$ cat src/hw/smc_pkg.sv
package smc_pkg;

    // ==========================================
    // register offsets on the multiplexed bus
    localparam logic [7:0] SMC_A_MODE  = 8'h00;
    localparam logic [7:0] SMC_A_FLAGS = 8'h01;
    localparam logic [7:0] SMC_A_ISTS  = 8'h02;
    localparam logic [7:0] SMC_A_ICLR  = 8'h03;
    localparam logic [7:0] SMC_A_IEN   = 8'h04;
    localparam logic [7:0] SMC_A_TIMER = 8'h05;
    localparam logic [7:0] SMC_A_GAIN  = 8'h06;
    localparam logic [7:0] SMC_A_ZERO  = 8'h07;
    localparam logic [7:0] SMC_A_TGT0  = 8'h08;
    localparam logic [7:0] SMC_A_TGT1  = 8'h09;
    localparam logic [7:0] SMC_A_TGT2  = 8'h0a;
    localparam logic [7:0] SMC_A_POS0  = 8'h0b;
    localparam logic [7:0] SMC_A_POS1  = 8'h0c;
    localparam logic [7:0] SMC_A_POS2  = 8'h0d;
    localparam logic [7:0] SMC_A_CVEL  = 8'h0e;
    localparam logic [7:0] SMC_A_ACC   = 8'h0f;
    localparam logic [7:0] SMC_A_VMAX  = 8'h10;
    localparam logic [7:0] SMC_A_SEG   = 8'h11;
    localparam logic [7:0] SMC_A_OVL   = 8'h12;
    localparam logic [7:0] SMC_A_ADV   = 8'h13;
    localparam logic [7:0] SMC_A_MCMD  = 8'h14;

    // ==========================================
    // mode register fields
    localparam int SMC_F_MODE_LO = 0;
    localparam int SMC_F_COMM    = 2;
    localparam int SMC_F_SYNCM   = 3;

    // ==========================================
    // interrupt status bits
    localparam int SMC_I_DONE  = 0;
    localparam int SMC_I_LIMIT = 1;
    localparam int SMC_I_STOP  = 2;
    localparam int SMC_NIRQ    = 3;

    // ==========================================
    // reset values
    localparam logic [7:0] SMC_RST_TIMER = 8'h3f;
    localparam logic [7:0] SMC_RST_GAIN  = 8'h10;
    localparam logic [7:0] SMC_RST_ZERO  = 8'h00;
    localparam logic [7:0] SMC_RST_ACC   = 8'h01;
    localparam logic [7:0] SMC_RST_VMAX  = 8'h20;
    localparam logic [7:0] SMC_RST_SEG   = 8'h10;

    // sample period is (timer+1) units of 2^this clocks (16)
    localparam int SMC_PRESCALE_LOG2 = 4;

    // ==========================================
    typedef enum logic [3:0] {
        SMC_HOLD = 4'b0001,
        SMC_PVEL = 4'b0010,
        SMC_TRAP = 4'b0100,
        SMC_IVEL = 4'b1000
    } smc_mode_t;

endpackage

$ cat src/hw/smc_core.sv
// Strobed register access and the address map were chosen for this implementation.
`timescale 1ns/1ns
// Overview of operation
// quadrature decoded into 24-bit position count
// address and data share one 8-bit bus
// exactly one of four control modes runs
// profile generator drives trapezoid and integral velocity
// programmable filter computes command each sample
// command out as byte and pwm
// phases sequenced by position, overlap, advance
// profile and init flags on pins
// limit or stop interrupts normal control
// host access anytime, command only on ticks; the code also zeroes the command in any cycle on limit, stop or init
// sync pin aligns several controllers
// position wraps modulo 2^24 both directions
module smc_core import smc_pkg::*; (
    input  wire logic       mclk,
    input  wire logic       rst,
    input  wire logic       ale,
    input  wire logic       wr_stb,
    input  wire logic       rd_stb,
    input  wire logic [7:0] ad_in,
    output logic      [7:0] ad_out,
    output logic            ad_oe_n,
    input  wire logic       enc_a,
    input  wire logic       enc_b,
    input  wire logic       limit_n,
    input  wire logic       stop_n,
    input  wire logic       sync_in,
    output logic            sync_out,
    output logic            sync_oe_n,
    output logic      [7:0] mcmd,
    output logic            pwm_out,
    output logic            pwm_sign,
    output logic      [2:0] phase,
    output logic            prof_flag,
    output logic            init_flag,
    output logic            irq
);
    smc_mode_t                mode_r;
    logic                     comm_en_r, sync_m_r;
    logic [7:0]               addr_r, timer_r, gain_r, zero_r, acc_r, vmax_r;
    logic [7:0]               seg_r, ovl_r, adv_r, cvel_r;
    logic [23:0]              tgt_r, des_r, pos_prev_r, pos;
    logic signed [11:0]       vel_r, e_prev_r;
    logic [SMC_NIRQ-1:0]      ists_r, ien_r, ev;
    logic [11:0]              cnt_r;
    logic                     tick;
    logic [2:0]               sync_s_r, lim_s_r, stp_s_r;
    logic                     step_up, step_dn, emerg;
    logic [2:0]               preset_we;
    logic [9:0]               cpos_r, ring, pidx;
    logic [10:0]              padd;
    logic [2:0]               ph_nxt;

    // ==========================================
    // helpers
    function automatic smc_mode_t mode_dec(input logic [1:0] c);
        case (c)
            2'd0:    mode_dec = SMC_HOLD;
            2'd1:    mode_dec = SMC_PVEL;
            2'd2:    mode_dec = SMC_TRAP;
            default: mode_dec = SMC_IVEL;
        endcase
    endfunction

    function automatic logic [1:0] mode_enc(input smc_mode_t m);
        case (m)
            SMC_PVEL: mode_enc = 2'd1;
            SMC_TRAP: mode_enc = 2'd2;
            SMC_IVEL: mode_enc = 2'd3;
            default:  mode_enc = 2'd0;
        endcase
    endfunction

    function automatic logic signed [11:0] sat12(input logic signed [23:0] v);
        if (v > 24'sd2047)        sat12 = 12'sd2047;
        else if (v < -24'sd2048)  sat12 = -12'sd2048;
        else                      sat12 = v[11:0];
    endfunction

    function automatic logic signed [11:0] step_toward(input logic signed [11:0] v,
                                                       input logic signed [11:0] g,
                                                       input logic [7:0] a);
        logic signed [12:0] d;
        d = 13'(g) - 13'(v);
        if (d > $signed({5'h00, a}))        step_toward = 12'(13'(v) + $signed({5'h00, a}));
        else if (d < -$signed({5'h00, a}))  step_toward = 12'(13'(v) - $signed({5'h00, a}));
        else                                step_toward = g;
    endfunction

    function automatic logic in_win(input logic [9:0] p, input logic [9:0] st,
                                    input logic [9:0] r, input logic [9:0] len);
        logic [10:0] q;
        q = (p >= st) ? {1'b0, p - st} : 11'({1'b0, p} + {1'b0, r} - {1'b0, st});
        in_win = q < {1'b0, len};
    endfunction

    // ==========================================
    // encoder and pwm
    smc_quad u_quad (
        .mclk        (mclk),
        .rst         (rst),
        .enc_a       (enc_a),
        .enc_b       (enc_b),
        .preset_we   (preset_we),
        .preset_byte (ad_in),
        .pos         (pos),
        .step_up     (step_up),
        .step_dn     (step_dn)
    );

    smc_pwm u_pwm (
        .mclk     (mclk),
        .rst      (rst),
        .cmd      (mcmd),
        .pwm_out  (pwm_out),
        .pwm_sign (pwm_sign)
    );

    // ==========================================
    // pin synchronisers; stage 2 feeds logic, stage 3 is the edge history
    always_ff @(posedge mclk) begin
        if (rst) begin
            sync_s_r <= 3'h7;
            lim_s_r  <= 3'h7;
            stp_s_r  <= 3'h7;
        end else begin
            sync_s_r <= {sync_s_r[1:0], sync_in};
            lim_s_r  <= {lim_s_r[1:0], limit_n};
            stp_s_r  <= {stp_s_r[1:0], stop_n};
        end
    end

    // either emergency input halts control
    assign emerg = ~lim_s_r[1] | ~stp_s_r[1];

    // ==========================================
    // host bus
    // address phase latches the shared bus
    always_ff @(posedge mclk) begin
        if (rst) addr_r <= 8'h00;
        else if (ale) addr_r <= ad_in;
    end

    assign preset_we = {3{wr_stb}} & {addr_r == SMC_A_POS2, addr_r == SMC_A_POS1,
                                      addr_r == SMC_A_POS0};

    // writes land any cycle, loop samples them on ticks
    always_ff @(posedge mclk) begin
        if (rst) begin
            timer_r <= SMC_RST_TIMER;
            gain_r  <= SMC_RST_GAIN;
            zero_r  <= SMC_RST_ZERO;
            acc_r   <= SMC_RST_ACC;
            vmax_r  <= SMC_RST_VMAX;
            seg_r   <= SMC_RST_SEG;
            ovl_r   <= 8'h00;
            adv_r   <= 8'h00;
            cvel_r  <= 8'h00;
            tgt_r   <= 24'h000000;
            ien_r   <= '0;
        end else if (wr_stb) begin
            case (addr_r)
                SMC_A_TIMER: timer_r <= ad_in;
                SMC_A_GAIN:  gain_r <= ad_in;
                SMC_A_ZERO:  zero_r <= ad_in;
                SMC_A_ACC:   acc_r <= ad_in;
                SMC_A_VMAX:  vmax_r <= ad_in;
                SMC_A_SEG:   seg_r <= ad_in;
                SMC_A_OVL:   ovl_r <= ad_in;
                SMC_A_ADV:   adv_r <= ad_in;
                SMC_A_CVEL:  cvel_r <= ad_in;
                SMC_A_TGT0:  tgt_r[7:0] <= ad_in;
                SMC_A_TGT1:  tgt_r[15:8] <= ad_in;
                SMC_A_TGT2:  tgt_r[23:16] <= ad_in;
                SMC_A_IEN:   ien_r <= ad_in[SMC_NIRQ-1:0];
                default: ;
            endcase
        end
    end

    // mode write selects one mode, leaves init
    always_ff @(posedge mclk) begin
        if (rst) begin
            mode_r    <= SMC_HOLD;
            comm_en_r <= 1'b0;
            sync_m_r  <= 1'b0;
            init_flag <= 1'b1;
        end else if (wr_stb && addr_r == SMC_A_MODE) begin
            mode_r    <= mode_dec(ad_in[SMC_F_MODE_LO +: 2]);
            comm_en_r <= ad_in[SMC_F_COMM];
            sync_m_r  <= ad_in[SMC_F_SYNCM];
            init_flag <= 1'b0;
        end
    end

    always_ff @(posedge mclk) begin
        if (rst) begin
            ad_out  <= 8'h00;
            ad_oe_n <= 1'b1;
        end else begin
            ad_oe_n <= ~rd_stb;
            if (rd_stb) begin
                case (addr_r)
                    SMC_A_MODE:  ad_out <= {4'h0, sync_m_r, comm_en_r, mode_enc(mode_r)};
                    SMC_A_FLAGS: ad_out <= {4'h0, ~stp_s_r[1], ~lim_s_r[1], init_flag,
                                            prof_flag};
                    SMC_A_ISTS:  ad_out <= 8'({ists_r});
                    SMC_A_IEN:   ad_out <= 8'({ien_r});
                    SMC_A_TIMER: ad_out <= timer_r;
                    SMC_A_GAIN:  ad_out <= gain_r;
                    SMC_A_ZERO:  ad_out <= zero_r;
                    SMC_A_TGT0:  ad_out <= tgt_r[7:0];
                    SMC_A_TGT1:  ad_out <= tgt_r[15:8];
                    SMC_A_TGT2:  ad_out <= tgt_r[23:16];
                    SMC_A_POS0:  ad_out <= pos[7:0];
                    SMC_A_POS1:  ad_out <= pos[15:8];
                    SMC_A_POS2:  ad_out <= pos[23:16];
                    SMC_A_CVEL:  ad_out <= cvel_r;
                    SMC_A_ACC:   ad_out <= acc_r;
                    SMC_A_VMAX:  ad_out <= vmax_r;
                    SMC_A_SEG:   ad_out <= seg_r;
                    SMC_A_OVL:   ad_out <= ovl_r;
                    SMC_A_ADV:   ad_out <= adv_r;
                    SMC_A_MCMD:  ad_out <= mcmd;
                    default:     ad_out <= 8'h00;
                endcase
            end
        end
    end

    // ==========================================
    // sample timer
    // programmable sample period
    // follower restarts its period on the leader's low pulse
    always_ff @(posedge mclk) begin
        if (rst) begin
            cnt_r <= 12'h000;
        end else if ((cnt_r == 12'h000) || (!sync_m_r && sync_s_r[2] && !sync_s_r[1])) begin
            cnt_r <= {timer_r, {SMC_PRESCALE_LOG2{1'b1}}};
        end else begin
            cnt_r <= cnt_r - 12'h001;
        end
    end

    assign tick = (cnt_r == 12'h000);

    // leader pulls the open-drain sync line low one cycle
    always_ff @(posedge mclk) begin
        if (rst) begin
            sync_out  <= 1'b0;
            sync_oe_n <= 1'b1;
        end else begin
            sync_out  <= 1'b0;
            sync_oe_n <= ~(sync_m_r & tick);
        end
    end

    // ==========================================
    // profile generator and filter
    logic signed [23:0] rem, perr;
    logic signed [11:0] e_cur, v_nxt, vmax_s, vgoal;
    logic [23:0]        absrem, brake;
    logic [11:0]        absv;
    logic [33:0]        need;
    logic signed [21:0] u_raw;
    logic signed [17:0] u_sh;
    logic               done;

    always_comb begin
        rem    = $signed(tgt_r - des_r);
        absrem = rem[23] ? 24'(-rem) : rem;
        absv   = vel_r[11] ? 12'(-vel_r) : vel_r;
        brake  = {12'h000, absv} * {12'h000, absv};
        need   = 34'({absrem, 1'b0}) * 34'({acc_r});
        vmax_s = $signed({4'h0, vmax_r});
        vgoal  = (need <= 34'({brake})) ? 12'sd0 : (rem[23] ? 12'(-vmax_s) : vmax_s);
        done   = 1'b0;
        v_nxt  = vel_r;
        case (mode_r)
            // trapezoid: ramp, cruise, brake to target
            SMC_TRAP: begin
                v_nxt = step_toward(vel_r, vgoal, acc_r);
                if (rem == 24'sd0 || {12'h000, (v_nxt[11] ? 12'(-v_nxt) : v_nxt)} >= absrem ||
                    (v_nxt == 12'sd0 && vgoal == 12'sd0)) begin
                    done  = 1'b1;
                    v_nxt = 12'sd0;
                end
            end
            // integral velocity: linear ramp to command
            SMC_IVEL: v_nxt = step_toward(vel_r, 12'($signed(cvel_r)), acc_r);
            default:  v_nxt = 12'sd0;
        endcase
        // error per mode
        if (mode_r == SMC_PVEL) begin
            perr = 24'($signed(cvel_r)) - $signed(pos - pos_prev_r);
        end else begin
            perr = $signed(des_r - pos);
        end
        e_cur = sat12(perr);
        u_raw = e_cur * $signed({1'b0, gain_r}) - e_prev_r * $signed({1'b0, zero_r});
        u_sh  = 18'(u_raw >>> SMC_PRESCALE_LOG2);
    end

    always_ff @(posedge mclk) begin
        if (rst) begin
            des_r      <= 24'h000000;
            vel_r      <= 12'sd0;
            e_prev_r   <= 12'sd0;
            pos_prev_r <= 24'h000000;
            mcmd       <= 8'h00;
            prof_flag  <= 1'b0;
        end else begin
            if (wr_stb && addr_r == SMC_A_MODE) begin
                prof_flag <= (mode_dec(ad_in[SMC_F_MODE_LO +: 2]) == SMC_TRAP);
            end
            // emergency aborts profile and zeroes command
            if (emerg || init_flag) begin
                des_r     <= pos;
                vel_r     <= 12'sd0;
                e_prev_r  <= 12'sd0;
                mcmd      <= 8'h00;
                if (emerg) prof_flag <= 1'b0;
            end else if (tick) begin
                // command updated at sample instants; the emergency and init branch above zeroes it in any cycle
                pos_prev_r <= pos;
                vel_r      <= v_nxt;
                e_prev_r   <= e_cur;
                case (mode_r)
                    SMC_HOLD: des_r <= tgt_r;
                    SMC_TRAP: des_r <= done ? tgt_r : des_r + 24'(v_nxt);
                    SMC_IVEL: des_r <= des_r + 24'(v_nxt);
                    default:  des_r <= pos;
                endcase
                if (done) prof_flag <= 1'b0;
                // saturated byte command
                if (u_sh > 18'sd127)       mcmd <= 8'h7f;
                else if (u_sh < -18'sd128) mcmd <= 8'h80;
                else                       mcmd <= u_sh[7:0];
            end
        end
    end

    // ==========================================
    // commutator
    assign ring = 10'({seg_r, 1'b0}) + 10'({seg_r});
    assign padd = {1'b0, cpos_r} + 11'({adv_r});
    assign pidx = (padd >= {1'b0, ring}) ? 10'(padd - {1'b0, ring}) : padd[9:0];

    always_ff @(posedge mclk) begin
        if (rst) begin
            cpos_r <= 10'h000;
        end else if (cpos_r >= ring) begin
            cpos_r <= 10'h000;
        end else if (step_up) begin
            cpos_r <= (cpos_r == ring - 10'h001) ? 10'h000 : cpos_r + 10'h001;
        end else if (step_dn) begin
            cpos_r <= (cpos_r == 10'h000) ? ring - 10'h001 : cpos_r - 10'h001;
        end
    end

    // phase windows with overlap and advance
    always_comb begin
        ph_nxt = 3'h0;
        for (int k = 0; k < 3; k++) begin
            ph_nxt[k] = in_win(pidx, 10'(k * seg_r), ring, 10'({seg_r}) + 10'({ovl_r}));
        end
    end

    always_ff @(posedge mclk) begin
        if (rst) phase <= 3'h0;
        else     phase <= (comm_en_r && !emerg && ring != 10'h000) ? ph_nxt : 3'h0;
    end

    // ==========================================
    // interrupts: hardware set beats software clear
    assign ev[SMC_I_DONE]  = prof_flag & tick & done & ~emerg & ~init_flag;
    assign ev[SMC_I_LIMIT] = lim_s_r[2] & ~lim_s_r[1];
    assign ev[SMC_I_STOP]  = stp_s_r[2] & ~stp_s_r[1];

    always_ff @(posedge mclk) begin
        if (rst) begin
            ists_r <= '0;
            irq    <= 1'b0;
        end else begin
            ists_r <= (ists_r & ~((wr_stb && addr_r == SMC_A_ICLR) ?
                                  ad_in[SMC_NIRQ-1:0] : {SMC_NIRQ{1'b0}})) | ev;
            // status flags kept and exported
            irq    <= |(ists_r & ien_r);
        end
    end
endmodule

$ cat src/hw/smc_quad.sv
`timescale 1ns/1ns
module smc_quad import smc_pkg::*; (
    input  wire logic        mclk,
    input  wire logic        rst,
    input  wire logic        enc_a,
    input  wire logic        enc_b,
    input  wire logic [2:0]  preset_we,
    input  wire logic [7:0]  preset_byte,
    output logic      [23:0] pos,
    output logic             step_up,
    output logic             step_dn
);
    logic [1:0] a_s_r;
    logic [1:0] b_s_r;
    logic       a_p_r;
    logic       b_p_r;
    logic       chg;
    logic       up;

    // ==========================================
    // two-stage synchronisers, encoder is asynchronous
    always_ff @(posedge mclk) begin
        if (rst) begin
            a_s_r <= 2'h0;
            b_s_r <= 2'h0;
            a_p_r <= 1'b0;
            b_p_r <= 1'b0;
        end else begin
            a_s_r <= {a_s_r[0], enc_a};
            b_s_r <= {b_s_r[0], enc_b};
            a_p_r <= a_s_r[1];
            b_p_r <= b_s_r[1];
        end
    end

    // quadrature count decode
    // a double transition is an illegal jump and is dropped
    assign chg = (a_s_r[1] ^ a_p_r) ^ (b_s_r[1] ^ b_p_r);
    assign up  = a_p_r ^ b_s_r[1];

    always_ff @(posedge mclk) begin
        if (rst) begin
            step_up <= 1'b0;
            step_dn <= 1'b0;
        end else begin
            step_up <= chg & up;
            step_dn <= chg & ~up;
        end
    end

    // modulo wrap both ways
    // a preset byte write wins over a count in the same cycle
    always_ff @(posedge mclk) begin
        if (rst) begin
            pos <= 24'h000000;
        end else if (|preset_we) begin
            if (preset_we[0]) pos[7:0]   <= preset_byte;
            if (preset_we[1]) pos[15:8]  <= preset_byte;
            if (preset_we[2]) pos[23:16] <= preset_byte;
        end else if (step_up) begin
            pos <= pos + 24'h000001;
        end else if (step_dn) begin
            pos <= pos - 24'h000001;
        end
    end
endmodule

$ cat src/hw/smc_pwm.sv
`timescale 1ns/1ns
module smc_pwm import smc_pkg::*; (
    input  wire logic       mclk,
    input  wire logic       rst,
    input  wire logic [7:0] cmd,
    output logic            pwm_out,
    output logic            pwm_sign
);
    logic [6:0] cnt_r;
    logic [6:0] mag_r;
    logic [7:0] abs_cmd;

    assign abs_cmd = cmd[7] ? (8'h00 - cmd) : cmd;

    // pwm form of the command
    // duty and sign reload only at period wrap so no runt pulses
    always_ff @(posedge mclk) begin
        if (rst) begin
            cnt_r    <= 7'h00;
            mag_r    <= 7'h00;
            pwm_out  <= 1'b0;
            pwm_sign <= 1'b0;
        end else begin
            cnt_r <= cnt_r + 7'h01;
            if (cnt_r == 7'h7f) begin
                mag_r    <= abs_cmd[7] ? 7'h7f : abs_cmd[6:0];
                pwm_sign <= cmd[7];
            end
            pwm_out <= (cnt_r < mag_r);
        end
    end
endmodule

$ cat config.mk
export PLATFORM = sky130hd
export DESIGN_NAME = smc_core
export DESIGN_NICKNAME = d
export VERILOG_FILES = /design/src/hw/smc_pkg.sv /design/src/hw/smc_core.sv /design/src/hw/smc_quad.sv /design/src/hw/smc_pwm.sv
export SDC_FILE = /design/constraint.sdc
export NUM_CORES = 2
export LEC_CHECK = 0
export BUFFER_PORTS_ARGS = -buffer_cell sky130_fd_sc_hd__buf_2
export CORE_MARGIN = 4
export CORE_UTILIZATION = 28
export CTS_CLUSTER_DIAMETER = 200
export DETAILED_ROUTE_END_ITERATION = 7
export MAX_ROUTING_LAYER = met4
export PLACE_DENSITY = 0.45
export SLEW_MARGIN = 30
export SYNTH_ARGS = -nofsm -noshare
export SYNTH_HDL_FRONTEND = slang
export SYNTH_HIERARCHICAL = 1
export SYNTH_SLANG_ARGS = --single-unit
$ cat constraint.sdc
create_clock -name mclk -period 55.2 [get_ports mclk]
set_input_delay 2.76 -clock mclk [delete_from_list [all_inputs] [get_ports mclk]]
set_output_delay 2.76 -clock mclk [all_outputs]
set_load 0.01 [all_outputs]
==> After elaboration in Yosys (flattened, before gate mapping) <==
Cells that the tools add are included.
{ "totals": {"output_inout_bits": 27, "regBits": 291, "wordCells": 261} }
{ "op_classes": {"n_addsub": 32, "n_eq_ne": 32, "magnitude_cmp": 19, "reduce_logical": 47, "mul": 4, "n_mux": 51, "bitwise": 28} }
{ "ops": {"columns": ["op", "n"], "rows": [
  ["24-bit two-way mux", 8],
  ["8-bit case mux with 20 select lines", 1],
  ["12-bit two-way mux", 13],
  ["24-bit case mux with 3 select lines", 1],
  ["24-bit subtractor", 3],
  ["8-bit by 4-bit equality test with 1-bit output, second input constant", 8],
  ["10-bit two-way mux", 5],
  ["8-bit two-way mux", 6],
  ["12-bit by 9-bit multiplier with 21-bit output", 2],
  ["8-bit by 5-bit equality test with 1-bit output, second input constant", 5],
  ["12-bit zero test", 3],
  ["2-bit AND reduction", 17],
  ["33-bit by 24-bit <= comparator with 1-bit output", 1],
  ["11-bit two-way mux", 3],
  ["8-bit by 3-bit equality test with 1-bit output, second input constant", 4],
  ["24-bit by 8-bit multiplier with 32-bit output", 1],
  ["13-bit by 9-bit greater-than comparator with 1-bit output", 2],
  ["13-bit < comparator", 2],
  ["24-bit by 1-bit adder with 24-bit output, second input constant", 1],
  ["24-bit adder", 1],
  ["12-bit by 24-bit >= comparator with 1-bit output", 1],
  ["24-bit by 12-bit greater-than comparator with 1-bit output, second input constant", 1],
  ["24-bit zero test", 1],
  ["24-bit by 12-bit < comparator with 1-bit output, second input constant", 1],
  ["72 further kinds", 122]
]} }

==> Longest topological paths before layout <==
{ "logic_depth": {"ltp_word": 23, "depth_mapped": 101} }

==> Modules after synthesis <==
The synthesis kept the hierarchy.
{ "modules_own_cells": {"columns": ["module", "area_per_inst_um2", "cells_each", "n_inst"], "rows": [
  ["smc_core", 44011.0, 5559, 1],
  ["smc_quad", 2339.7, 286, 1],
  ["smc_pwm", 878.3, 95, 1]
]} }

==> Worst setup path before layout <==
OpenSTA, ideal clock, no wires.
{ "synth_path": {"path_type": "register to register", "start": "register des_r[1]", "end": "register des_r[23]", "path_stages_with_launch": 94, "t_required_ns": 55.083, "n_path_buf": 7, "setup_time_ns": 0.117, "t_arrival_ns": 19.588, "period_less_slack_ns": 19.705, "path_slack_ns": 35.495, "cell_sequence": "dfxtp_1 > inv_1 > ha_1 > nor2b_1 > o31a_1 > o31ai_4 > o211ai_1 > a31oi_1 > o41ai_2 > xor2_1 > buf_2 > clkbuf_1 > buf_1 > o21ai_0 > xor2_1 > nor2_1 > fa_1 > inv_1 > [... 58 more ...] > a22o_1 > ha_1 > a21oi_1 > nor2b_1 > o21ai_0 > a2111oi_0 > or3_1 > nand2_1 > o2111ai_1 > a31oi_1 > nor2b_1 > o21a_1 > o21ai_0 > a21oi_1 > a21o_1 > a21oi_1 > xnor3_1 > a32o_1"} }
{ "synth_between": {"elab_chain_len": 23, "elab_cells_between_ends": 31} }
{ "synth_lines": {"columns": ["element", "line_no", "text"], "rows": [
  ["start: declaration", "smc_core.sv:44", "logic [23:0] tgt_r, des_r, pos_prev_r, pos;"],
  ["start signal: assignment", "smc_core.sv:320", "des_r <= pos;"],
  ["start signal: assignment", "smc_core.sv:331", "SMC_HOLD: des_r <= tgt_r;"],
  ["start signal: assignment", "smc_core.sv:332", "SMC_TRAP: des_r <= done ? tgt_r : des_r + 24'(v_nxt);"],
  ["24-bit subtractor *", "smc_core.sv:272", "rem = $signed(tgt_r - des_r);"],
  ["24-bit negator", "smc_core.sv:273", "absrem = rem[23] ? 24'(-rem) : rem;"],
  ["24-bit two-way mux", "smc_core.sv:273", null],
  ["24-bit by 8-bit multiplier with 32-bit output", "smc_core.sv:276", "need = 34'({absrem, 1'b0}) * 34'({acc_r});"],
  ["33-bit by 24-bit <= comparator with 1-bit output", "smc_core.sv:278", "vgoal = (need <= 34'({brake})) ? 12'sd0 : (rem[23] ? 12'(-vmax_s) : vmax_s);"],
  ["12-bit two-way mux", "smc_core.sv:278", null],
  ["12-bit by 12-bit subtractor with 13-bit output", "smc_core.sv:86", "d = 13'(g) - 13'(v);"],
  ["13-bit < comparator", "smc_core.sv:88", "else if (d < -$signed({5'h00, a})) step_toward = 12'(13'(v) - $signed({5'h00, a}));"],
  ["[... 8 more ...]", null, null],
  ["12-bit two-way mux *", "smc_core.sv:285", "if (rem == 24'sd0 || {12'h000, (v_nxt[11] ? 12'(-v_nxt) : v_nxt)} >= absrem ||"],
  ["12-bit case mux with 2 select lines *", "smc_core.sv:281", "case (mode_r)"],
  ["named net v_nxt[1]", "smc_core.sv:263", "logic signed [11:0] e_cur, v_nxt, vmax_s, vgoal;"],
  ["24-bit adder *", "smc_core.sv:332, smc_core.sv:333", null],
  ["24-bit two-way mux", "smc_core.sv:332", null],
  ["24-bit case mux with 3 select lines *", "smc_core.sv:330", "case (mode_r)"],
  ["24-bit two-way mux *", "smc_core.sv:325", "end else if (tick) begin"],
  ["24-bit two-way mux *", "smc_core.sv:319", "if (emerg || init_flag) begin"]
]} }
The timed path passes the listed nets; every way through them passes the cells marked *. The select of a mux whose other input is x is not followed.
A chain may end at the register's enable or synchronous reset.

==> Final worst setup path <==
Ends and elaborated chain as after synthesis.

==> flow_summary.json <==
{
  "clock_latency_ps": 610,
  "r2r_slack_ps": 32980,
  "crit_top_cell": "o21ai_0",
  "drtPass1Iterations": 5,
  "start_kind": "register",
  "grtUsageMet1": 0.263,
  "rows": 150,
  "post_route_cells_drive_above_1_share": 0.0572,
  "grt_setup_unrepaired": "no",
  "cp-end-kind": "register",
  "utilization": 0.307,
  "num_vias": 42100,
  "coreArea_mm2": 0.167,
  "dieArea_mm2": 0.175,
  "cts_sinks": 291,
  "syn_area_per_cell_um2": 7.95,
  "grt_pass1_vias": 42200,
  "io_buffer_count": 43,
  "numCtsBuffers": 41,
  "drc": 0,
  "synth.area.top_cells": "fa_1 (19%), ha_1 (14%), dfxtp_1 (12%)",
  "ys_seq_area_frac": 0.123,
  "min_path_type": "reg -> reg",
  "hold_viol_final": 0,
  "crit_arrival_ps": 22710,
  "cts_resized": 0,
  "dieWidth_um": 419,
  "timing.slew.headroom": 0.318,
  "grt_pass1_wl_um": 265000,
  "drtAntennaViolNets": 0,
  "p_leak_nw": 23.2,
  "crit_slowest_cell": "a2111oi_0",
  "routabilityCongestion": 0.936,
  "yosysTopAreaCell": "fa_1",
  "cp_max_fo": 29,
  "cts_tree": "built",
  "drv_cap": 0,
  "ys_types": 119,
  "fmax_mhz": 45.0,
  "dp_hpwl_um": 138000,
  "drv_slew": 0,
  "syn2layout_area_growth_pct": 8.87,
  "antenna_found_initial": 11,
  "ctsHoldBuffers": 0,
  "cts.path.max_buffers": 3,
  "grt-ovfl-total": 0,
  "post-route-period-util": 0.403,
  "io_pins": 45,
  "final_area_mm2": 0.0514,
  "cts_setup_buffers": 0,
  "grt_max_degree": 110,
  "h-tree-depth": 2,
  "synthCells": 5940,
  "power_density_mw_per_mm2": 62.6,
  "async_flop_share": 0,
  "viasPerCell": 5.19,
  "dpl-instance-area_mm2": 0.0501,
  "synth.top_cell.area_share": 0.191,
  "path_class": "reg -> reg",
  "wirelength_um": 173000,
  "fin_skew_ps": 34.1,
  "synthesis.area_mm2": 0.0472,
  "synth_edf_count": 0,
  "worstMarginPinSlew_ps": 1020,
  "nets": 6893,
  "use_met2": 0.327,
  "top_usage_layer": "met2",
  "setup_viol": 0,
  "grt_usage": 0.200,
  "outcome": "finished, final reports clean",
  "fin_setup_tns_ps": 0,
  "wl_per_cell_um": 21.3,
  "initial_core_util": 0.282,
  "ys.flop_type": "dfxtp_1",
  "min_period_ps": 22220,
  "yosys_warnings": 6,
  "gr-usage-met3": 0.0225,
  "synth-seq-cells": 291,
  "die_h_um": 419,
  "clkTransAtPathRegs_ps": 60,
  "root_buffer": "clkbuf_16",
  "slowest_delay_ps": 640,
  "max-vdd-ir-drop_mv": 0.134,
  "crit_required_ps": 55690,
  "dr.first_iter.drc_count": 2877
}
metrics by stage:
stage / total power [mW] / setup WS, ps / hold WS [ps] / cells
final: 3.22 / 32980 / 413 / 8119
after global placement: 2.95 / 33640 / 403 / 8040
after detailed placement: 2.94 / 33130 / 405 / 8040
after floorplan: 2.22 / 35490 / 389 / 5946
after CTS: 3.23 / 32980 / 418 / 8111
after global routing: 3.56 / 31010 / 422 / 8119
logic make-up (layout without fill, tap and decap cells):
logic type	Yosys count	count (layout)	share of synthesized area
AOI/OAI and AO/OA	1364	1364	0.192
xor gates and xnor gates	341	341	0.0635
adders and majority gates	997	997	0.336
buffers and inverters	996	957	0.0798
DFF	291	291	0.123
muxes	53	53	0.0116
other	2	16	0.000159
and+or+nand+nor	1896	1896	0.193
registers in the layout, summed over array words and instances (netlist names), 10 cells and up:
| register | cells |
|---|---|
| cpos_r | 10 |
| tgt_r | 24 |
| des_r | 24 |
| vel_r | 12 |
| pos_prev_r | 24 |
| u_quad/pos | 24 |
| e_prev_r | 12 |
| cnt_r | 12 |
layout make-up:
cell class,count,area (um2)
antenna,8,20.0
clock buffer,56,1110
clock inverter,15,143
fill,18000,116000
inverter,747,2810
multi-input combinational,4659,37800
sequential,291,5830
tap,2204,2760
timing repair buffer,139,948
cell usage in the layout (no fill, tap or decap), types with 51 or more instances in the layout:
| master | n |
|---|---|
| o21ai_0 | 207 |
| nand2b_1 | 97 |
| a21o_1 | 111 |
| nor2_1 | 516 |
| inv_1 | 742 |
| nand2_1 | 505 |
| o21bai_1 | 51 |
| xor2_1 | 109 |
| fa_1 | 451 |
| and2_1 | 140 |
| ha_1 | 545 |
| a21oi_1 | 426 |
| nor2b_1 | 69 |
| buf_4 | 97 |
| nor3_1 | 119 |
| a211oi_1 | 71 |
| xnor2_1 | 228 |
| nand3_1 | 181 |
| nand4_1 | 54 |
| dfxtp_1 | 291 |
path summary, 6_finish.rpt:
| kind | start | endpoint | cells after the start |
|---|---|---|---|
| setup / recovery | des_r[1] | des_r[23] | 88 |
| hold / removal | lim_s_r[0] | lim_s_r[1] | 1 |
| setup reg to reg | des_r[1] | des_r[23] | 88 |
| hold reg to reg | lim_s_r[0] | lim_s_r[1] | 1 |
where the power goes:
| part | switching (mW) | total [mW] | leakage [nW] | internal (mW) |
|---|---|---|---|---|
| clock | 0.116 | 0.262 | 0.610 | 0.147 |
| sequential | 0.0190 | 0.240 | 2.36 | 0.221 |
| combinational | 1.65 | 2.72 | 20.2 | 1.07 |
critical path, delay by kind of cell, from the launching register on:
family                     cells  cell delay, ps
buffers and inverters          8            1050
AOI/OAI and AO/OA             47           11700
and+or+nand+nor               17            3030
xor gates and xnor gates       4            1170
DFF                            1             570
adders and majority gates     12            4510
layer usage:
| layer | vias to the layer above | part of all wire | wire length [um] |
|---|---|---|---|
| li1 | 20200 | - | - |
| met1 | 20700 | 0.45 | 78200 |
| met2 | 1030 | 0.47 | 80800 |
| met3 | 231 | 0.047 | 8180 |
| met4 | 0 | 0.032 | 5440 |
| met5 | - | 0 | 0 |
cells in the mapped netlist, drive strengths merged, types with 16 or more instances:
library cell / number
nand3: 184
nand2b: 97
or2: 33
mux2i: 38
xor2: 111
a31oi: 42
o21bai: 52
o21a: 45
a2111oi: 16
clkbuf: 216
nand4: 54
a221oi: 48
a21oi: 436
and2: 142
or3: 33
a211o: 28
o31ai: 28
buf: 33
a21boi: 17
dfxtp: 291
a21o: 111
ha: 545
xnor2: 229
a311oi: 24
nand2: 507
a211oi: 73
o22ai: 17
nor2b: 69
nor2: 521
fa: 451
o211ai: 24
o21ai: 223
and3: 30
nor3: 123
a22o: 24
nor4: 34
a22oi: 33
inv: 742
Note: power is estimated with default switching activity, not from simulation.
